$ cat src/design/ocs_pkg.sv
// Constants shared by the setup command interpreter and its test bench
package ocs_pkg;
    // Packet types
    localparam logic [7:0] TYPE_REQ = 8'h50;
    localparam logic [7:0] TYPE_RSP = 8'h55;
    // Command codes
    localparam logic [7:0] OTP_WRITE_CMD = 8'h12;
    localparam logic [7:0] OTP_READ_CMD = 8'h13;
    localparam logic [7:0] DEBUG_AUTH_MODE_SET_CMD = 8'h14;
    localparam logic [7:0] DEBUG_AUTH_MODE_QUERY_CMD = 8'h15;
    localparam logic [7:0] DEBUG_AUTH_KEY_SET_CMD = 8'h16;
    localparam logic [7:0] SERIAL_BOOT_DISABLE_CMD = 8'h17;
    localparam logic [7:0] SERIAL_BOOT_QUERY_CMD = 8'h18;
    // Request payload lengths
    localparam logic [31:0] LEN_OTP_WRITE = 32'h0000_0006;
    localparam logic [31:0] LEN_OTP_READ = 32'h0000_0002;
    localparam logic [31:0] LEN_AUTH_SET = 32'h0000_0002;
    localparam logic [31:0] LEN_NONE = 32'h0000_0000;
    localparam logic [31:0] LEN_KEY_SET = 32'h0000_0012;
    localparam logic [31:0] LEN_BOOT_DIS = 32'h0000_0002;
    localparam logic [31:0] LEN_BOOT_DIS_MIN = 32'h0000_0001;
    // Response payload lengths
    localparam logic [7:0] PLEN_RESULT = 8'h01;
    localparam logic [7:0] PLEN_MODE = 8'h02;
    localparam logic [7:0] PLEN_OTP_READ = 8'h05;
    // Packet layout, byte offsets
    localparam logic [2:0] OFS_TYPE = 3'h0;
    localparam logic [2:0] OFS_CODE = 3'h1;
    localparam logic [2:0] OFS_LEN_LSB = 3'h4;
    localparam logic [2:0] OFS_LEN_MSB = 3'h7;
    localparam logic [4:0] OFS_RESULT = 5'h08;
    localparam logic [4:0] OFS_DATA = 5'h09;
    localparam logic [4:0] OFS_KEY = 5'h02;
    localparam int PAY_BUF_BYTES = 18;
    localparam int KEY_BYTES = 16;
    // Field values and reset values
    localparam logic [7:0] RES_OK = 8'h00;
    localparam logic [7:0] RES_ERR = 8'h01;
    localparam logic [7:0] AUTH_TYPE_FIXED = 8'h00;
    localparam logic [7:0] BOOT_DISABLE_MODE = 8'h01;
    localparam logic [7:0] AUTH_MODE_RST = 8'h00;
    localparam logic [7:0] BOOT_MODE_RST = 8'h00;
    localparam int TX_FIFO_DEPTH = 32;
    // Interpreter states, Gray along the receive/execute/send path
    typedef enum logic [2:0] {
        ST_HDR = 3'b000,
        ST_PAY = 3'b001,
        ST_SUM = 3'b011,
        ST_EXEC = 3'b010,
        ST_TX = 3'b110
    } ocs_state_e;
endpackage

$ cat src/design/ocs_stream_if.sv
// Byte stream carrier between the interpreter and its FIFO
`timescale 1ns/100ps
interface ocs_stream_if #(parameter int WIDTH = 8) ();
    logic [WIDTH-1:0] data;
    logic valid;
    logic ready;
    modport src (output data, output valid, input ready);
    modport snk (input data, input valid, output ready);
endinterface

$ cat src/design/ocs_fifo.sv
// Synchronous FIFO with valid/ready on both sides
`timescale 1ns/100ps
module ocs_fifo #(
    parameter int WIDTH = 8,
    parameter int DEPTH = 32
) (
    // Clock and reset
    input wire logic clk_in,
    input wire logic rst_n_in,
    // Fill side
    ocs_stream_if.snk wr,
    // Drain side
    output logic [WIDTH-1:0] rd_data_out,
    output logic rd_valid_out,
    input wire logic rd_ready_in
);
    localparam int AW = $clog2(DEPTH);
    localparam logic [AW:0] FULL_COUNT = (AW+1)'(DEPTH);

    logic [WIDTH-1:0] mem_ff [DEPTH];
    logic [AW-1:0] wr_ptr_ff;
    logic [AW-1:0] rd_ptr_ff;
    logic [AW:0] count_ff;
    logic push;
    logic pop;

    // Full stalls the source; DEPTH must be a power of two for the wrap
    assign wr.ready = (count_ff != FULL_COUNT);
    assign rd_valid_out = (count_ff != '0);
    assign rd_data_out = mem_ff[rd_ptr_ff];
    assign push = wr.valid && wr.ready;
    assign pop = rd_valid_out && rd_ready_in;

    // Storage, no reset needed on the data words
    always_ff @(posedge clk_in) begin
        if (push) begin
            mem_ff[wr_ptr_ff] <= wr.data;
        end
    end

    // Pointers and occupancy
    always_ff @(posedge clk_in or negedge rst_n_in) begin
        if (!rst_n_in) begin
            wr_ptr_ff <= '0;
            rd_ptr_ff <= '0;
            count_ff <= '0;
        end else begin
            if (push) begin
                wr_ptr_ff <= wr_ptr_ff + 1'b1;
            end
            if (pop) begin
                rd_ptr_ff <= rd_ptr_ff + 1'b1;
            end
            if (push && !pop) begin
                count_ff <= count_ff + 1'b1;
            end else if (pop && !push) begin
                count_ff <= count_ff - 1'b1;
            end
        end
    end
endmodule

$ cat src/design/ocs_otp_setup_cmd.sv
// Request/response packet interpreter for the device setup service
`timescale 1ns/100ps
module ocs_otp_setup_cmd
    import ocs_pkg::*;
(
    // Clock and reset
    input wire logic sys_clk_in,
    input wire logic rst_n_in,
    // Request byte stream
    input wire logic [7:0] rx_data_in,
    input wire logic rx_valid_in,
    output logic rx_ready_out,
    // Response byte stream
    output logic [7:0] tx_data_out,
    output logic tx_valid_out,
    input wire logic tx_ready_in,
    // OTP access port
    output logic otp_req_out,
    output logic otp_write_out,
    output logic [15:0] otp_addr_out,
    output logic [31:0] otp_wdata_out,
    input wire logic otp_done_in,
    input wire logic otp_fail_in,
    input wire logic [31:0] otp_rdata_in,
    // Debug-port authentication and boot settings
    output logic [7:0] debug_auth_mode_out,
    output logic [127:0] debug_auth_key_out,
    output logic debug_auth_key_load_out,
    output logic serial_boot_disabled_out
);
    ocs_state_e state_ff, nxt_state;
    logic rx_ready_ff, sum_ok_ff, otp_busy_ff, exec_done_ff;
    logic rx_take, tx_push, tx_last, req_good;
    logic [2:0] hdr_idx_ff;
    logic [4:0] tx_idx_ff;
    logic [7:0] type_ff, code_ff, sum_ff, result_ff, plen_ff;
    logic [7:0] auth_mode_ff, boot_mode_ff, tx_sum_ff, tx_byte;
    logic [31:0] len_ff, cnt_ff, rdata_ff;
    logic [7:0] pay_ff [PAY_BUF_BYTES];
    ocs_stream_if #(.WIDTH(8)) tx_if ();

    // Field checks per command; unknown codes fail
    function automatic logic req_fields_ok(input logic [7:0] c,
        input logic [31:0] l, input logic [7:0] p0, input logic [7:0] p1);
        case (c)
            OTP_WRITE_CMD: return l == LEN_OTP_WRITE;
            OTP_READ_CMD: return l == LEN_OTP_READ;
            DEBUG_AUTH_MODE_SET_CMD:
                return l == LEN_AUTH_SET && p1 == AUTH_TYPE_FIXED;
            DEBUG_AUTH_MODE_QUERY_CMD: return l == LEN_NONE;
            DEBUG_AUTH_KEY_SET_CMD:
                return l == LEN_KEY_SET && p1 == AUTH_TYPE_FIXED;
            SERIAL_BOOT_DISABLE_CMD:
                return (l == LEN_BOOT_DIS || l == LEN_BOOT_DIS_MIN) &&
                    p0 == BOOT_DISABLE_MODE;
            SERIAL_BOOT_QUERY_CMD: return l == LEN_NONE;
            default: return 1'b0;
        endcase
    endfunction

    assign rx_take = rx_valid_in && rx_ready_ff;
    assign tx_push = tx_if.valid && tx_if.ready;
    // Checksum follows the payload, which starts at the result byte
    assign tx_last = (tx_idx_ff == OFS_RESULT + plen_ff[4:0]);
    assign req_good = sum_ok_ff && type_ff == TYPE_REQ &&
        req_fields_ok(code_ff, len_ff, pay_ff[0], pay_ff[1]);
    assign rx_ready_out = rx_ready_ff;
    assign otp_addr_out = {pay_ff[1], pay_ff[0]};
    assign otp_wdata_out = {pay_ff[5], pay_ff[4], pay_ff[3], pay_ff[2]};
    assign debug_auth_mode_out = auth_mode_ff;
    assign serial_boot_disabled_out = boot_mode_ff[0]; // Holds only 00 or 01

    // Next state: receive header, payload, checksum, execute, answer
    always_comb begin
        nxt_state = state_ff;
        unique case (state_ff)
            ST_HDR: if (rx_take && hdr_idx_ff == OFS_LEN_MSB) begin
                nxt_state = ({rx_data_in, len_ff[23:0]} == '0) ?
                    ST_SUM : ST_PAY;
            end
            ST_PAY: if (rx_take && cnt_ff == len_ff - 32'h1) begin
                nxt_state = ST_SUM;
            end
            ST_SUM: if (rx_take) nxt_state = ST_EXEC;
            ST_EXEC: if (exec_done_ff) nxt_state = ST_TX;
            ST_TX: if (tx_push && tx_last) nxt_state = ST_HDR;
        endcase
    end

    // State and input ready; intake stops while a request is served
    always_ff @(posedge sys_clk_in or negedge rst_n_in) begin
        if (!rst_n_in) begin
            state_ff <= ST_HDR;
            rx_ready_ff <= 1'b0;
        end else begin
            state_ff <= nxt_state;
            rx_ready_ff <= (nxt_state == ST_HDR || nxt_state == ST_PAY ||
                nxt_state == ST_SUM);
        end
    end

    // Header, payload and running checksum capture
    always_ff @(posedge sys_clk_in or negedge rst_n_in) begin
        if (!rst_n_in) begin
            hdr_idx_ff <= '0;
            type_ff <= 8'h00;
            code_ff <= 8'h00;
            len_ff <= '0;
            cnt_ff <= '0;
            sum_ff <= 8'h00;
            sum_ok_ff <= 1'b0;
            for (int i = 0; i < PAY_BUF_BYTES; i++) begin
                pay_ff[i] <= 8'h00;
            end
        end else if (rx_take) begin
            if (state_ff == ST_HDR) begin
                hdr_idx_ff <= hdr_idx_ff + 3'h1;
                cnt_ff <= '0;
                sum_ff <= (hdr_idx_ff == OFS_TYPE) ?
                    rx_data_in : sum_ff + rx_data_in;
                if (hdr_idx_ff == OFS_TYPE) type_ff <= rx_data_in;
                if (hdr_idx_ff == OFS_CODE) code_ff <= rx_data_in;
                if (hdr_idx_ff >= OFS_LEN_LSB) begin
                    len_ff[8*(hdr_idx_ff-OFS_LEN_LSB) +: 8] <= rx_data_in;
                end
            end else if (state_ff == ST_PAY) begin
                sum_ff <= sum_ff + rx_data_in;
                cnt_ff <= cnt_ff + 32'h1;
                // Bytes beyond the longest known payload are only summed
                if (cnt_ff < PAY_BUF_BYTES) begin
                    pay_ff[cnt_ff[4:0]] <= rx_data_in;
                end
            end else begin
                sum_ok_ff <= (sum_ff == rx_data_in);
            end
        end
    end

    // Execution: settings, OTP access, result and response length
    always_ff @(posedge sys_clk_in or negedge rst_n_in) begin
        if (!rst_n_in) begin
            otp_req_out <= 1'b0;
            otp_write_out <= 1'b0;
            otp_busy_ff <= 1'b0;
            exec_done_ff <= 1'b0;
            result_ff <= RES_OK;
            plen_ff <= PLEN_RESULT;
            rdata_ff <= '0;
            auth_mode_ff <= AUTH_MODE_RST;
            boot_mode_ff <= BOOT_MODE_RST;
            debug_auth_key_out <= '0;
            debug_auth_key_load_out <= 1'b0;
        end else begin
            otp_req_out <= 1'b0;
            debug_auth_key_load_out <= 1'b0;
            exec_done_ff <= 1'b0;
            if (state_ff == ST_EXEC && !exec_done_ff && !otp_busy_ff) begin
                plen_ff <= PLEN_RESULT;
                result_ff <= req_good ? RES_OK : RES_ERR;
                exec_done_ff <= 1'b1;
                if (code_ff == DEBUG_AUTH_MODE_QUERY_CMD ||
                    code_ff == SERIAL_BOOT_QUERY_CMD) begin
                    plen_ff <= PLEN_MODE;
                end
                if (req_good) begin
                    unique case (code_ff)
                        OTP_WRITE_CMD, OTP_READ_CMD: begin
                            // Hold the answer until the OTP completes
                            otp_req_out <= 1'b1;
                            otp_write_out <= (code_ff == OTP_WRITE_CMD);
                            otp_busy_ff <= 1'b1;
                            exec_done_ff <= 1'b0;
                        end
                        DEBUG_AUTH_MODE_SET_CMD: auth_mode_ff <= pay_ff[0];
                        DEBUG_AUTH_KEY_SET_CMD: begin
                            auth_mode_ff <= pay_ff[0];
                            for (int i = 0; i < KEY_BYTES; i++) begin
                                debug_auth_key_out[8*i +: 8] <=
                                    pay_ff[OFS_KEY + i];
                            end
                            debug_auth_key_load_out <= 1'b1;
                        end
                        SERIAL_BOOT_DISABLE_CMD: boot_mode_ff <= pay_ff[0];
                        default: ;
                    endcase
                end
            end else if (otp_busy_ff && otp_done_in) begin
                otp_busy_ff <= 1'b0;
                exec_done_ff <= 1'b1;
                result_ff <= otp_fail_in ? RES_ERR : RES_OK;
                rdata_ff <= otp_rdata_in;
                if (!otp_write_out && !otp_fail_in) begin
                    plen_ff <= PLEN_OTP_READ;
                end
            end
        end
    end

    // Response byte for the current index; data bytes little-endian
    always_comb begin
        tx_byte = 8'h00;
        if (tx_last) begin
            tx_byte = tx_sum_ff;
        end else if (tx_idx_ff == 5'(OFS_TYPE)) begin
            tx_byte = TYPE_RSP;
        end else if (tx_idx_ff == 5'(OFS_CODE)) begin
            tx_byte = code_ff;
        end else if (tx_idx_ff == 5'(OFS_LEN_LSB)) begin
            tx_byte = plen_ff;
        end else if (tx_idx_ff == OFS_RESULT) begin
            tx_byte = result_ff;
        end else if (tx_idx_ff >= OFS_DATA) begin
            if (code_ff == OTP_READ_CMD) begin
                tx_byte = rdata_ff[8*(tx_idx_ff-OFS_DATA) +: 8];
            end else if (code_ff == DEBUG_AUTH_MODE_QUERY_CMD) begin
                tx_byte = auth_mode_ff;
            end else begin
                tx_byte = boot_mode_ff;
            end
        end
    end

    assign tx_if.valid = (state_ff == ST_TX);
    assign tx_if.data = tx_byte;
    // Response index and running checksum
    always_ff @(posedge sys_clk_in or negedge rst_n_in) begin
        if (!rst_n_in) begin
            tx_idx_ff <= '0;
            tx_sum_ff <= 8'h00;
        end else if (tx_push) begin
            tx_idx_ff <= tx_last ? 5'h00 : tx_idx_ff + 5'h01;
            tx_sum_ff <= tx_last ? 8'h00 : tx_sum_ff + tx_byte;
        end
    end

    // FIFO lets a slow link stall the sender without losing bytes
    ocs_fifo #(.WIDTH(8), .DEPTH(TX_FIFO_DEPTH)) u_tx_fifo (
        .clk_in(sys_clk_in),
        .rst_n_in(rst_n_in),
        .wr(tx_if.snk),
        .rd_data_out(tx_data_out),
        .rd_valid_out(tx_valid_out),
        .rd_ready_in(tx_ready_in)
    );
endmodule

$ cat config.mk
export PLATFORM = sky130hd
export DESIGN_NAME = ocs_otp_setup_cmd
export DESIGN_NICKNAME = d
export VERILOG_FILES = /design/src/design/ocs_pkg.sv /design/src/design/ocs_stream_if.sv /design/src/design/ocs_fifo.sv /design/src/design/ocs_otp_setup_cmd.sv
export SDC_FILE = /design/constraint.sdc
export NUM_CORES = 1
export LEC_CHECK = 0
export BUFFER_PORTS_ARGS = -buffer_cell sky130_fd_sc_hd__buf_4
export CAP_MARGIN = 20
export CORE_MARGIN = 5
export CORE_UTILIZATION = 35
export CTS_CLUSTER_SIZE = 30
export DETAILED_ROUTE_END_ITERATION = 10
export GPL_TIMING_DRIVEN = 1
export PLACE_DENSITY_LB_ADDON = 0.25
export SYNTH_ARGS = -nofsm -noshare
export SYNTH_HDL_FRONTEND = slang
export SYNTH_SLANG_ARGS = --single-unit
export TNS_END_PERCENT = 1
$ cat constraint.sdc
create_clock -name sys_clk_in -period 17 [get_ports sys_clk_in]
set_input_delay 1.7 -clock sys_clk_in [delete_from_list [all_inputs] [get_ports sys_clk_in]]
set_output_delay 1.7 -clock sys_clk_in [all_outputs]
set_load 0.03 [all_outputs]
-- Word level (Yosys, flattened, before mapping)
Memory sizes are Yosys's and may differ from the RTL's.
Index checks and enable logic that the tools add are counted.
- eq/ne operators: 30
- reductions and logical operators: 57
- mux-type cells: 53
- shift operators: 3
- multiply operators: 0
- add/subtract/negate cells: 14
- bitwise logic cells: 4
- div/mod/pow operators: 0
- $lt $le $gt $ge: 5
- operators by type and width (cell ; number):
    $bwmux W144 ; 1
    $mux W8 ; 18
    $logic_not A32 Y1 ; 2
    $mux W32 ; 2
    $eq A8 B5 Y1 const B ; 7
    $demux W8 S5 ; 1
    $neg A32 Y34 ; 1
    $shift A8 B34 Y32 const A ; 1
    $shiftx A8 B34 Y32 ; 1
    $shiftx A32 B33 Y8 ; 1
    $add A32 B1 Y32 const B ; 1
    $bwmux W32 ; 1
    $eq A32 B1 Y1 const B ; 1
    $eq A32 B2 Y1 const B ; 1
    $eq A32 B3 Y1 const B ; 1
    $eq A32 B32 Y1 ; 1
    $eq A32 B5 Y1 const B ; 1
    $lt A32 B5 Y1 const B ; 1
    $sub A32 B1 Y32 const B ; 1
    $reduce_and A3 Y1 ; 9
    $logic_and A1 B1 Y1 ; 18
    $mux W1 ; 18
    $add A8 B8 Y8 ; 2
    $add A5 B1 Y5 const B ; 3
    41 further kinds ; 72
- bits in read-only memories: 0
- register bits: 466
- bits in writable memories: 256
- memories: 1
- latch bits: 0
- output and inout bits: 198
- memories (name ; depth ; width ; rd ports ; clocked after Yosys merged registers in ; write ports ; line ; source):
    u_tx_fifo.mem_ff ; 32 ; 8 ; 1 ; 0 ; 1 ; ocs_fifo.sv:20 ; logic [WIDTH-1:0] mem_ff [DEPTH];

-- Logic depth before layout (Yosys ltp)
Gate-level depths: netlist of run 1.
- word-level depth: 11
- gate-level depth with buffers: 19
- gate-level depth less buffers: 16

-- Cells and area by module
From an unflattened synthesis of run 1, not the netlist that was laid out.
- cell total of the unflattened synthesis: 2245
- area total of the unflattened synthesis: 31408.9 µm²
- by module, submodules not included (module ; seq. area each (µm²) ; cells an instance ; area an instance (µm²) ; times used):
    ocs_otp_setup_cmd ; 10961.8 ; 1686 ; 20460.9 ; 1
    ocs_fifo ; 8087.8 ; 559 ; 10948.0 ; 1

-- Least setup slack after synthesis of run 1
OpenSTA, ideal clock, no wires.
- kind: register -> register
- from: register tx_idx_ff[0]
- to: register tx_sum_ff[7]
- library setup time: 0.124 ns
- stages on the path, launching flop included: 19
- arrival time: 5.468 ns
- slack: 11.408 ns
- clock period less this slack: 5.592 ns
- data required time: 16.876 ns
- cells stage by stage: dfrtp_1 clkbuf_1 clkbuf_1 inv_1 ha_1 clkbuf_1 mux4_2 inv_1 o22ai_1 a222oi_1 o21ai_0 ha_1 a21o_1 a21oi_1 o211a_1 o21ai_0 o41a_1 and3_1 a211o_1
- cells in the longest elaborated chain, start to end: 11
- elaborated cells on any way between the ends: 17
- RTL lines (element ; line ; source):
    start, declared ; ocs_otp_setup_cmd.sv:35 ; logic [4:0] tx_idx_ff;
    start signal, assigned ; ocs_otp_setup_cmd.sv:231 ; tx_idx_ff <= tx_last ? 5'h00 : tx_idx_ff + 5'h01;
    $sub A5 B4 Y6 ; ocs_otp_setup_cmd.sv:214 ; tx_byte = rdata_ff[8*(tx_idx_ff-OFS_DATA) +: 8];
    $shiftx A32 B33 Y8 ; ocs_otp_setup_cmd.sv:214 ;
    $mux W8 ; ocs_otp_setup_cmd.sv:213 ; if (code_ff == OTP_READ_CMD) begin
    $mux W8 ; ocs_otp_setup_cmd.sv:212 ; end else if (tx_idx_ff >= OFS_DATA) begin
    $mux W8 ; ocs_otp_setup_cmd.sv:210 ; end else if (tx_idx_ff == OFS_RESULT) begin
    $mux W8 ; ocs_otp_setup_cmd.sv:208 ; end else if (tx_idx_ff == 5'(OFS_LEN_LSB)) begin
    $mux W8 ; ocs_otp_setup_cmd.sv:206 ; end else if (tx_idx_ff == 5'(OFS_CODE)) begin
    $mux W8 ; ocs_otp_setup_cmd.sv:204 ; end else if (tx_idx_ff == 5'(OFS_TYPE)) begin
    $mux W8 (*) ; ocs_otp_setup_cmd.sv:202 ; if (tx_last) begin
    named net tx_byte[1] ; ocs_otp_setup_cmd.sv:37 ; logic [7:0] auth_mode_ff, boot_mode_ff, tx_sum_ff, tx_byte;
    $add A8 B8 Y8 (*) ; ocs_otp_setup_cmd.sv:232 ; tx_sum_ff <= tx_last ? 8'h00 : tx_sum_ff + tx_byte;
    $mux W8 (*) ; ocs_otp_setup_cmd.sv:232 ;
    end signal, assigned ; ocs_otp_setup_cmd.sv:232 ;
    end, declared ; ocs_otp_setup_cmd.sv:37 ;
The timed path passes the listed nets; every way through them passes the cells marked *.
A chain may end at the register's enable or synchronous reset.

-- Final worst setup path of run 1
- from: register pay_ff (netlist bit otp_addr_out[2])
- to: register debug_auth_key_out[109]
- cells in the longest elaborated chain, start to end: 5
- RTL lines (element ; line ; source):
    start, declared ; ocs_otp_setup_cmd.sv:39 ; logic [7:0] pay_ff [PAY_BUF_BYTES];
    start signal, assigned by index ; ocs_otp_setup_cmd.sv:131 ; pay_ff[cnt_ff[4:0]] <= rx_data_in;
    $eq A8 B1 Y1 ; ocs_otp_setup_cmd.sv:55 ; p0 == BOOT_DISABLE_MODE;
    $logic_and A1 B1 Y1 ; ocs_otp_setup_cmd.sv:54 ; return (l == LEN_BOOT_DIS || l == LEN_BOOT_DIS_MIN) &&
    $pmux W1 S6 ; ocs_otp_setup_cmd.sv:45 ; case (c)
    $logic_and A1 B1 Y1 ; ocs_otp_setup_cmd.sv:65 ; assign req_good = sum_ok_ff && type_ff == TYPE_REQ &&
    $reduce_and A3 Y1 (no line) ; -- ;
    end signal, assigned by index ; ocs_otp_setup_cmd.sv:178 ; debug_auth_key_out[8*i +: 8] <=
    end, declared ; ocs_otp_setup_cmd.sv:27 ; output logic [127:0] debug_auth_key_out,
No other way between the ends.

==> flow_metrics.env, run 1 <==
export IMPL_synth_main_ff_cell="sky130_fd_sc_hd__dfrtp_1"
export IMPL_postSynth_asyncResetShare=0.639
export IMPL_post_drt_wl_per_cell_um=22.7
export IMPL_period_minus_slack_ps=5440
export IMPL_critPathMaxFanout=53
export IMPL_root_buf_cell="sky130_fd_sc_hd__clkbuf_16"
export IMPL_crit_path_end_kind="register"
export IMPL_worstPathArrival_ps=5940
export IMPL_rsz0062_at_grt="no"
export IMPL_ys_ff_latch=710
export IMPL_outcome="finished, final reports clean"
export IMPL_nNetsFinal=2442
export IMPL_post_route_period_util=0.320
export IMPL_finalCoreUtilization=0.411
export IMPL_r2r_worst_path_cells=9
export IMPL_final_max_slew_violation_count=0
export IMPL_detailed_place_hpwl_mm=53.9
export IMPL_placedCellCount=3439
export IMPL_regToRegEndpoint="debug_auth_key_out[109]$_DFFE_PN0P_"
export IMPL_netlist_instances=2155
export IMPL_worst_clock_skew_ps=17.0
export IMPL_post_synth_fa_ha_maj_area_fraction=0.0196
export IMPL_cts_tree="built"
export IMPL_post_synth_and_or_nand_nor_area_fraction=0.0745
export IMPL_post_route_worst_setup_slack_ps=11560
export IMPL_initial_core_utilization=0.353
export IMPL_non_filler_instances=3586
export IMPL_timing_slew_headroom=0.249
export IMPL_max_vdd_ir_drop_v=0.0000748
export IMPL_cp_required_ps=17500
export IMPL_detailed_place_area_um2=34300
export IMPL_num_io_pins=244
export IMPL_hp_class="register to register"
export IMPL_grt_usage=0.166
export IMPL_clock_fmax_mhz=184
export IMPL_die_area_um2=96800
export IMPL_worst_setup_path_start_kind="register"
export IMPL_num_vias=18400
export IMPL_setup_viol_count_final=0
export IMPL_cap_violations=0
export IMPL_drt_iter0_markers=1307
export IMPL_viasPerCell=5.13
export IMPL_post_synth_num_cell_types=81
export IMPL_cts_sink_count=710
export IMPL_row_count=110
export IMPL_r2r_slack_ps=11560
export IMPL_synth_net_count=2249
export IMPL_worst_pin_slew_ps=1120
export IMPL_fraction_of_final_layout_cells_sized_beyond_drive_strength_1=0.358
export IMPL_dpl_worst_slack_ps=11560
export IMPL_path_type_of_the_worst_setup_path="register to register"
export IMPL_die_height_um=311
export IMPL_synthToLayoutAreaGrowth_pct=16.6
export IMPL_placement_io_buffers=243
export IMPL_synth_compound_gate_area_share=0.0350
export IMPL_route_final_wire_length_mm=81.4
export IMPL_tns_ps=0
export IMPL_design_core_area_um2=90000
export IMPL_post_cts_resize_count=0
export IMPL_synth_top_family_by_area="multiplexers"
export IMPL_insertion_delay_ps=620
export IMPL_crit_path_start="otp_addr_out[2]$_DFFE_PN0P_"
export IMPL_synth_enable_flop_cells=256
export IMPL_drt_pre_antenna_iters=6
export IMPL_grt_start_max_net_pins=138
export IMPL_synth_xor_xnor_area_share=0.0248
export IMPL_postLayoutCellArea_um2=37000
export IMPL_grt_pass1_vias=19500
export IMPL_route_antenna_remaining_nets=0
export IMPL_cts_hold_repair_buffers=0
export IMPL_syn_avg_cell_area_um2=14.7
export IMPL_clock_path_buffers=3
export IMPL_synth_cell_area_um2=31700
export IMPL_cellLeakagePower_nw=16.0
export IMPL_place_gp_congestion=0.839
export IMPL_yosys_warn_count=0
export IMPL_drcViolationCount=0
export IMPL_die_w_um=311
export IMPL_power_per_cell_area_nw_per_um2=96.3
export IMPL_antenna_violations_before_repair=1
export IMPL_seq_area_frac_synth=0.600
export IMPL_crit_reg2reg_launch="otp_addr_out[2]$_DFFE_PN0P_"
export IMPL_grt_pass1_wl_mm=125
export IMPL_cts_buffers_inserted=77
export IMPL_capture_point_of_the_worst_path="debug_auth_key_out[109]$_DFFE_PN0P_"
export IMPL_cts_setup_buffers=0
export IMPL_cts_max_level=3
export IMPL_clkTransAtPathRegs_ps=60
export IMPL_timing_final_hold_violations=0
export IMPL_synth_area_mux_share=0.210
export IMPL_globalRoute_totalOverflow=0
==> critical path: stages (launching register included) <==
cell,delay (ps)
sky130_fd_sc_hd__dfrtp_1,410
sky130_fd_sc_hd__nor4_1,660
sky130_fd_sc_hd__o2111ai_1,220
sky130_fd_sc_hd__or4_1,450
sky130_fd_sc_hd__a31o_2,250
sky130_fd_sc_hd__a211oi_4,520
sky130_fd_sc_hd__and2_4,690
sky130_fd_sc_hd__buf_4,860
sky130_fd_sc_hd__buf_4,730
sky130_fd_sc_hd__mux2_2,410
==> registers in the layout, indices dropped and copies added (netlist names), 6 cells and up <==
register / flops
u_tx_fifo.mem_ff: 256
debug_auth_key_out: 128
pay_ff: 96
cnt_ff: 32
len_ff: 32
otp_wdata_out: 32
rdata_ff: 32
otp_addr_out: 16
boot_mode_ff: 8
code_ff: 8
debug_auth_mode_out: 8
sum_ff: 8
tx_sum_ff: 8
type_ff: 8
u_tx_fifo.count_ff: 6
==> metal layers <==
metal / part of all wire / global-route usage
met4: 0.017 / 0.0373
met1: 0.44 / 0.223
met5: 0 / 0
met2: 0.48 / 0.274
met3: 0.060 / 0.0402
==> report_power, final <==
group / internal, mW / leakage [nW] / switching, mW
logic: 0.0208 / 6.14 / 0.0446
registers: 1.77 / 8.63 / 0.00515
clock network: 1.03 / 1.27 / 0.687
==> final cells by class <==
cell class,instances,area (um^2)
Inverter,41,154
Sequential cell,710,19100
Clock inverter,29,339
Fill cell,8267,53000
Tap cell,1176,1470
Clock buffer,110,2260
Antenna cell,2,5.00
Multi-Input combinational cell,1245,11600
Timing Repair Buffer,273,2130
==> cell usage in the layout, fill, tap and decap left out, types with 12 or more instances in the layout <==
master	n
sky130_fd_sc_hd__and3_1	18
sky130_fd_sc_hd__nand2_1	112
sky130_fd_sc_hd__mux2i_1	18
sky130_fd_sc_hd__clkbuf_16	81
sky130_fd_sc_hd__a21oi_1	29
sky130_fd_sc_hd__xor2_1	34
sky130_fd_sc_hd__buf_4	265
sky130_fd_sc_hd__nor2b_1	13
sky130_fd_sc_hd__edfxtp_1	256
sky130_fd_sc_hd__nand4_1	24
sky130_fd_sc_hd__nor3_1	35
sky130_fd_sc_hd__nor4_1	26
sky130_fd_sc_hd__ha_1	45
sky130_fd_sc_hd__clkbuf_1	17
sky130_fd_sc_hd__mux4_2	88
sky130_fd_sc_hd__mux2_4	100
sky130_fd_sc_hd__clkbuf_8	12
sky130_fd_sc_hd__o21ai_0	45
sky130_fd_sc_hd__mux2_2	258
sky130_fd_sc_hd__nor2_1	118
sky130_fd_sc_hd__nand3_1	37
sky130_fd_sc_hd__inv_1	41
sky130_fd_sc_hd__dfrtp_1	451
sky130_fd_sc_hd__xnor2_1	56
==> worst min-delay path by stage <==
stage	start	to	depth (start not counted)	slack (ps)
finish	pay_ff[61]$_DFFE_PN0P_	debug_auth_key_out[69]$_DFFE_PN0P_	1	490
global route	boot_mode_ff[1]$_DFFE_PN0P_	boot_mode_ff[1]$_DFFE_PN0P_	1	500
CTS	pay_ff[61]$_DFFE_PN0P_	debug_auth_key_out[69]$_DFFE_PN0P_	1	490
detailed placement	boot_mode_ff[2]$_DFFE_PN0P_	boot_mode_ff[2]$_DFFE_PN0P_	1	480
global placement	pay_ff[6]$_DFFE_PN0P_	debug_auth_key_out[126]$_DFFE_PN0P_	1	470
floorplan	sum_ff[0]$_DFFE_PN0P_	sum_ff[0]$_DFFE_PN0P_	2	450
==> metrics by stage <==
stage,hold slack [ps],power [mW]
2_1_floorplan,454,1.83
3_3_place_gp,468,1.88
3_5_place_dp,475,1.88
4_1_cts,489,3.61
5_1_grt,499,3.69
6_report,486,3.56
==> kinds of logic after synthesis <==
family | Yosys count
DFF | 710
and+or+nand+nor | 466
xor gates and xnor gates | 90
muxes | 473
buffers and inverters | 200
AOI/OAI and AO/OA | 168
adders and majority gates | 48
==> cells in the mapped netlist, drive strengths merged, types with 6 or more instances <==
| library cell | instances | share of area |
|---|---|---|
| buf | 75 | 0.021 |
| a31oi | 6 | 0.0012 |
| nor4 | 29 | 0.0061 |
| nand4 | 25 | 0.0051 |
| mux2 | 367 | 0.14 |
| nor3 | 35 | 0.0055 |
| nand3 | 37 | 0.0058 |
| nor3b | 8 | 0.0019 |
| o21ai | 49 | 0.0077 |
| ha | 45 | 0.018 |
| a211oi | 8 | 0.0023 |
| nand3b | 7 | 0.0017 |
| mux4 | 88 | 0.062 |
| inv | 41 | 0.0048 |
| nor2 | 121 | 0.014 |
| a21oi | 30 | 0.0047 |
| clkbuf | 84 | 0.010 |
| nor4b | 8 | 0.0022 |
| o31ai | 10 | 0.0024 |
| and2 | 10 | 0.0021 |
| o21a | 6 | 0.0014 |
| dfrtp | 453 | 0.36 |
| nand2 | 112 | 0.013 |
| nor2b | 13 | 0.0026 |
| xnor2 | 56 | 0.015 |
| nand2b | 6 | 0.0012 |
| a21o | 10 | 0.0024 |
| and3 | 18 | 0.0035 |
| edfxtp | 256 | 0.24 |
| or3 | 11 | 0.0023 |
| mux2i | 18 | 0.0057 |
| xor2 | 34 | 0.0094 |
| o22ai | 9 | 0.0018 |
Note: power is estimated with default switching activity, not from simulation.
==> run 2, diff against run 1 <==
Clock period 17 ns to 5.4 ns, I/O delays scaled along.
==> run 2 against run 1 <==
Count of clock-buffer cells in the layout is 8 lower. Hold slack got worse by 440 ps. Register-to-register slack got worse by 10000 ps. Clock power rose to 3.0 times the previous value. Wire length shrank 0.46%. First-iteration DRC count down 7.1%. Utilization hardly changed. Fmax increased by 26%. Combinational power grew to 3.1 times the previous value. Global-route usage is essentially flat. Highest routed layer unchanged.
==> flow_metrics.env, run 2 (synthesis gave the netlist of run 1 again) <==
export IMPL_timing_slew_headroom=0.262
export IMPL_path_type_of_the_worst_setup_path="register to register"
export IMPL_outcome="finished, final reports clean"
export IMPL_share_clk_of_total_power=0.470
export IMPL_grt_usage=0.166
export IMPL_grt_start_max_net_pins=143
export IMPL_largest_register="u_tx_fifo.mem_ff"
export IMPL_cp_required_ps=5900
export IMPL_p_sw_mw=2.33
export IMPL_post_cts_resize_count=0
export IMPL_netSwitchingFraction=0.212
export IMPL_die_w_um=311
export IMPL_route_antenna_remaining_nets=0
export IMPL_power_per_cell_area_nw_per_um2=297
export IMPL_cts_tree="built"
export IMPL_cts_setup_buffers=0
export IMPL_globalRoute_totalOverflow=0
export IMPL_power_report_internal_total_mw=8.64
export IMPL_rsz0062_at_grt="no"
export IMPL_power_sequential_fraction=0.511
export IMPL_timing_final_hold_violations=0
export IMPL_synthToLayoutAreaGrowth_pct=16.5
export IMPL_drt_iter0_markers=1214
export IMPL_drcViolationCount=0
export IMPL_nNetsFinal=2454
export IMPL_insertion_delay_ps=630
export IMPL_clock_fmax_mhz=232
export IMPL_layout_common_cells="sky130_fd_sc_hd__dfrtp_1 (451), sky130_fd_sc_hd__buf_4 (273), sky130_fd_sc_hd__mux2_2 (258)"
export IMPL_worst_clock_skew_ps=39.8
export IMPL_grt_pass1_wl_mm=125
export IMPL_clkTransAtPathRegs_ps=60
export IMPL_antenna_violations_before_repair=7
export IMPL_root_buf_cell="sky130_fd_sc_hd__clkbuf_16"
export IMPL_fraction_of_final_layout_cells_sized_beyond_drive_strength_1=0.363
export IMPL_final_max_slew_violation_count=0
export IMPL_whs_ps=42.0
export IMPL_grt_pass1_vias=19900
export IMPL_max_vdd_ir_drop_v=0.000189
export IMPL_crit_path_end_kind="register"
export IMPL_top_regs="u_tx_fifo.mem_ff x256, debug_auth_key_out x128, pay_ff x96"
export IMPL_detailed_place_hpwl_mm=54.0
export IMPL_largest_register_ff_count=256
export IMPL_period_minus_slack_ps=4310
export IMPL_place_gp_congestion=0.823
export IMPL_cts_max_level=3
export IMPL_route_final_wire_length_mm=81.1
export IMPL_post_drt_wl_per_cell_um=22.5
export IMPL_non_filler_instances=3599
export IMPL_cellLeakagePower_nw=16.0
export IMPL_worst_pin_slew_ps=1110
export IMPL_tns_ps=0
export IMPL_die_height_um=311
export IMPL_comb_power_share=0.019
export IMPL_die_area_um2=96800
export IMPL_critPathMaxFanout=34
export IMPL_cts_buffers_inserted=77
export IMPL_hp_class="primary input to asynchronous set/reset pin"
export IMPL_layout_cells_most_common="sky130_fd_sc_hd__dfrtp_1"
export IMPL_slowest_stage="sky130_fd_sc_hd__dfrtp_1"
export IMPL_placement_io_buffers=243
export IMPL_worst_setup_path_start_kind="register"
export IMPL_power_total_mw=11.0
export IMPL_placedCellCount=3452
export IMPL_num_fill_cells=8258
export IMPL_worstPathArrival_ps=4820
export IMPL_cap_violations=0
export IMPL_initial_core_utilization=0.353
export IMPL_cts_hold_repair_buffers=0
export IMPL_num_vias=18600
export IMPL_design_core_area_um2=90000
export IMPL_drt_pre_antenna_iters=5
export IMPL_clock_path_buffers=3
export IMPL_row_count=110
export IMPL_cts_sink_count=710
export IMPL_path_cells="inv_1 > ha_1 > mux4_2 > inv_1 > o22ai_1 > a222oi_1 > o21ai_2 > buf_4 > ha_1 > a21o_1 > a21oi_1 > o211a_1 > o21ai_0 > o41a_1 > and3_1 > a211o_1"
export IMPL_viasPerCell=5.18
export IMPL_num_io_pins=244
export IMPL_critical_path_max_stage_delay_ps=620
export IMPL_setup_viol_count_final=0
export IMPL_post_route_period_util=0.799
run 2: changes by cell type in the layout (fill, tap and decap cells not counted), moves of 2 or more:
cell	previous run	this run
sky130_fd_sc_hd__clkinv_2	7	18
sky130_fd_sc_hd__clkbuf_1	17	19
sky130_fd_sc_hd__clkbuf_16	81	78
sky130_fd_sc_hd__clkinv_1	10	4
sky130_fd_sc_hd__clkbuf_8	12	5
sky130_fd_sc_hd__bufinv_16	7	5
sky130_fd_sc_hd__buf_4	265	273
sky130_fd_sc_hd__buf_12	2	4
sky130_fd_sc_hd__clkinv_16	0	2
sky130_fd_sc_hd__buf_6	0	3
sky130_fd_sc_hd__buf_8	3	1
sky130_fd_sc_hd__diode_2	2	4
run 2: final timing paths:
| kind | cells past startpoint | slack [ps] | start | end |
|---|---|---|---|---|
| min in group sys_clk_in | 2 | 140 | otp_done_in | otp_busy_ff$_DFFE_PN0P_ |
| min reg2reg | 1 | 490 | pay_ff[2]$_DFFE_PN0P_ | debug_auth_key_out[122]$_DFFE_PN0P_ |
| max reg2reg | 16 | 1090 | tx_idx_ff[0]$_DFFE_PN0P_ | tx_sum_ff[7]$_DFFE_PN0P_ |
| min | 1 | 40 | rst_n_in | debug_auth_key_out[88]$_DFFE_PN0P_ |
| max | 16 | 1090 | tx_idx_ff[0]$_DFFE_PN0P_ | tx_sum_ff[7]$_DFFE_PN0P_ |
| max in group asynchronous | 2 | 3900 | rst_n_in | pay_ff[84]$_DFFE_PN0P_ |
run 2: critical path: cells and delay by family, from the launching register on:
kind | cells | cell delay, ps
fa+ha+maj | 2 | 880
compound gates | 9 | 1700
buf+inv | 3 | 460
simple gates | 1 | 170
mux | 1 | 370
flops | 1 | 620
run 2: layer usage:
| layer | routed length, um | track usage | vias to the layer above |
|---|---|---|---|
| met1 | 34500 | 0.216 | 9689 |
| met2 | 38100 | 0.265 | 492 |
| met5 | 0 | 0 | - |
| met4 | 2510 | 0.0562 | 0 |
| met3 | 6020 | 0.0504 | 126 |
| li1 | - | - | 8319 |
run 2: through the flow:
stage | worst slack (ps) | util | area, um^2
2_1_floorplan | 254 | - | 31700
3_3_place_gp | 1190 | 0.382 | 34400
3_5_place_dp | 1090 | 0.382 | 34400
4_1_cts | 1080 | 0.410 | 36900
5_1_grt | 732 | 0.411 | 37000
6_report | 1090 | 0.411 | 37000
run 2: power groups by stage:
stage	logic [mW]	registers, mW	clock network, mW
6_report	0.205	5.61	5.16
5_1_grt	0.233	5.61	5.53
4_1_cts	0.215	5.61	5.31
3_5_place_dp	0.215	5.71	0
3_3_place_gp	0.208	5.71	0
2_1_floorplan	0.0683	5.70	0
run 2: layout make-up:
type,count,area (um^2),share of cell area
antenna,4,10.0,0.000271
clock buffer,102,2090,0.0566
clock inverter,36,388,0.0105
inverter,41,154,0.00416
multi-input combinational,1245,11600,0.313
sequential,710,19100,0.515
tap,1176,1470,0.0398
timing repair buffer,285,2220,0.0601
==> run 3, diff against run 2 <==
Clock period 5.4 ns to 3.81 ns, I/O delays scaled along.
==> run 3 against run 2 <==
Clock skew is 19 ps lower. Critical endpoint unchanged. Register-to-register slack worse by 970 ps. Via count rose by 1.2%. Die area stayed put.
==> flow_metrics.env, run 3 (synthesis gave the netlist of run 1 again) <==
export IMPL_outcome="finished, final reports clean"
export IMPL_post_route_period_util=0.970
export IMPL_num_io_pins=244
export IMPL_cts_tree="built"
export IMPL_root_buf_cell="sky130_fd_sc_hd__clkbuf_16"
export IMPL_clock_fmax_mhz=271
export IMPL_use_met2=0.273
export IMPL_grt_usage=0.166
export IMPL_top_regs="u_tx_fifo.mem_ff x256, debug_auth_key_out x128, pay_ff x96"
export IMPL_setup_viol_count_final=0
export IMPL_final_max_slew_violation_count=0
export IMPL_cp_required_ps=4330
export IMPL_placedCellCount=3497
export IMPL_path_type_of_the_worst_setup_path="register to register"
export IMPL_grt_pass1_vias=20200
export IMPL_worst_clock_skew_ps=21.1
export IMPL_route_antenna_remaining_nets=0
export IMPL_clkTransAtPathRegs_ps=60
export IMPL_timing_final_hold_violations=0
export IMPL_antenna_violations_before_repair=3
export IMPL_die_height_um=311
export IMPL_globalRoute_totalOverflow=0
export IMPL_crit_path_end_kind="register"
export IMPL_timing_slew_headroom=0.419
export IMPL_nNetsFinal=2539
export IMPL_drt_iter0_markers=1125
export IMPL_cap_violations=0
export IMPL_crit_path_start="code_ff[5]$_DFFE_PN0P_"
export IMPL_synthToLayoutAreaGrowth_pct=19.8
export IMPL_layout_cells_most_common="sky130_fd_sc_hd__dfrtp_1"
export IMPL_place_gp_congestion=0.869
export IMPL_fraction_of_final_layout_cells_sized_beyond_drive_strength_1=0.376
export IMPL_grt_util_met3=0.0436
export IMPL_grt_busiest_layer="met2"
export IMPL_period_minus_slack_ps=3690
export IMPL_die_area_um2=96800
export IMPL_initial_core_utilization=0.353
export IMPL_crit_reg2reg_launch="code_ff[5]$_DFFE_PN0P_"
export IMPL_non_filler_instances=3684
export IMPL_cts_sink_count=710
export IMPL_use_met1=0.216
export IMPL_largest_register="u_tx_fifo.mem_ff"
export IMPL_hp_class="primary input to register"
export IMPL_row_count=110
export IMPL_cts_buffers_inserted=77
export IMPL_worst_setup_path_start_kind="register"
export IMPL_critPathMaxFanout=5
export IMPL_route_final_wire_length_mm=81.5
export IMPL_drcViolationCount=0
export IMPL_clock_path_buffers=3
export IMPL_largest_register_ff_count=256
export IMPL_detailed_place_hpwl_mm=54.7
export IMPL_power_per_cell_area_nw_per_um2=418
export IMPL_insertion_delay_ps=640
export IMPL_tns_ps=0
export IMPL_die_w_um=311
export IMPL_post_drt_wl_per_cell_um=22.1
export IMPL_layout_common_cells="sky130_fd_sc_hd__dfrtp_1 (451), sky130_fd_sc_hd__buf_4 (320), sky130_fd_sc_hd__mux2_2 (258)"
export IMPL_worstHoldStart="otp_fail_in"
export IMPL_worst_pin_slew_ps=868
export IMPL_design_core_area_um2=90000
export IMPL_grt_start_max_net_pins=112
export IMPL_viasPerCell=5.12
export IMPL_grt_pass1_wl_mm=126
export IMPL_cellLeakagePower_nw=16.5
export IMPL_worstPathArrival_ps=4210
export IMPL_cts_max_level=3
export IMPL_placement_io_buffers=243
export IMPL_max_vdd_ir_drop_v=0.000330
export IMPL_num_antenna_cells=0
export IMPL_num_vias=18800
export IMPL_num_fill_cells=8158
export IMPL_drt_pre_antenna_iters=5
==> run 3: cell types whose count changed in the layout (fill, tap and decap cells not counted), sizes merged <==
cell	previous run	this run
inv	42	45
buf	284	336
diode	4	0
clkbuf	103	110
clkinv	27	19
dlygate4sd3	0	34
bufinv	5	6
==> run 3: path summary, 6_finish.rpt <==
| kind | depth (start not counted) | slack, ps | end |
|---|---|---|---|
| max | 14 | 120 | tx_sum_ff[7]$_DFFE_PN0P_ |
| min | 4 | 110 | plen_ff[2]$_DFFE_PN0P_ |
| max reg2reg | 14 | 120 | tx_sum_ff[7]$_DFFE_PN0P_ |
| min reg2reg | 2 | 490 | sum_ff[2]$_DFFE_PN0P_ |
| max in group asynchronous | 3 | 2370 | cnt_ff[28]$_DFFE_PN0P_ |
| min in group asynchronous | 2 | 350 | debug_auth_key_out[91]$_DFFE_PN0P_ |
==> run 3: layer usage <==
layer  share of wire  vias up  routed length [um]
met4           0.028        2                2250
li1                -     8473                   -
met3           0.064      131                5190
met5        0.000086        -                   7
met2            0.48      479               39200
met1            0.43     9762               34900
==> run 3: per-stage QoR <==
step | util | instance area (um^2) | power [mW] | hold WS (ps) | setup slack [ps]
6_report | 0.422 | 38000 | 15.9 | 115 | 115
5_1_grt | 0.422 | 38000 | 16.4 | 135 | -45.5
4_1_cts | 0.421 | 37900 | 16.1 | 67.5 | 0.666
3_5_place_dp | 0.388 | 34900 | 8.40 | 413 | -32.1
3_3_place_gp | 0.388 | 34900 | 8.39 | 415 | 67.4
2_1_floorplan | - | 31900 | 8.18 | 85.4 | -73.8
==> run 3: critical path, stage by stage (launching register included) <==
cell                       delay (ps)
sky130_fd_sc_hd__dfrtp_1          380
sky130_fd_sc_hd__or4b_4           560
sky130_fd_sc_hd__nor4_4           360
sky130_fd_sc_hd__buf_6            180
sky130_fd_sc_hd__o22ai_2           70
sky130_fd_sc_hd__a222oi_1         420
sky130_fd_sc_hd__o21ai_4           90
sky130_fd_sc_hd__ha_1             290
sky130_fd_sc_hd__a21o_1           190
sky130_fd_sc_hd__a21oi_2          180
sky130_fd_sc_hd__o211a_1          240
sky130_fd_sc_hd__o21ai_1           80
sky130_fd_sc_hd__o41a_1           160
sky130_fd_sc_hd__and3_1           180
sky130_fd_sc_hd__a211o_1          220
==> run 3: repair_timing <==
item                       4_1_cts  5_1_grt
setup buffers                    0       11
setup endpoints to repair        1        2
gates cloned                     0        1
hold endpoints to repair       106        0
hold buffers                    34        0
pin swaps                        0       13
resized for setup                1       11
==> run 3: cell type report <==
cell class	count	area (um^2)	share of cell area
timing repair buffer	370	3030	0.0798
clock buffer	110	2190	0.0577
inverter	41	154	0.00405
clock inverter	32	400	0.0105
multi-input combinational	1245	11700	0.308
tap	1176	1470	0.0387
sequential	710	19100	0.501
==> run 3: report_power, final <==
| group | leakage, nW | internal, mW | total, mW | switching (mW) |
|---|---|---|---|---|
| clock | 1.27 | 4.47 | 7.61 | 3.14 |
| sequential | 8.63 | 7.92 | 7.94 | 0.0267 |
| combinational | 6.64 | 0.121 | 0.329 | 0.208 |
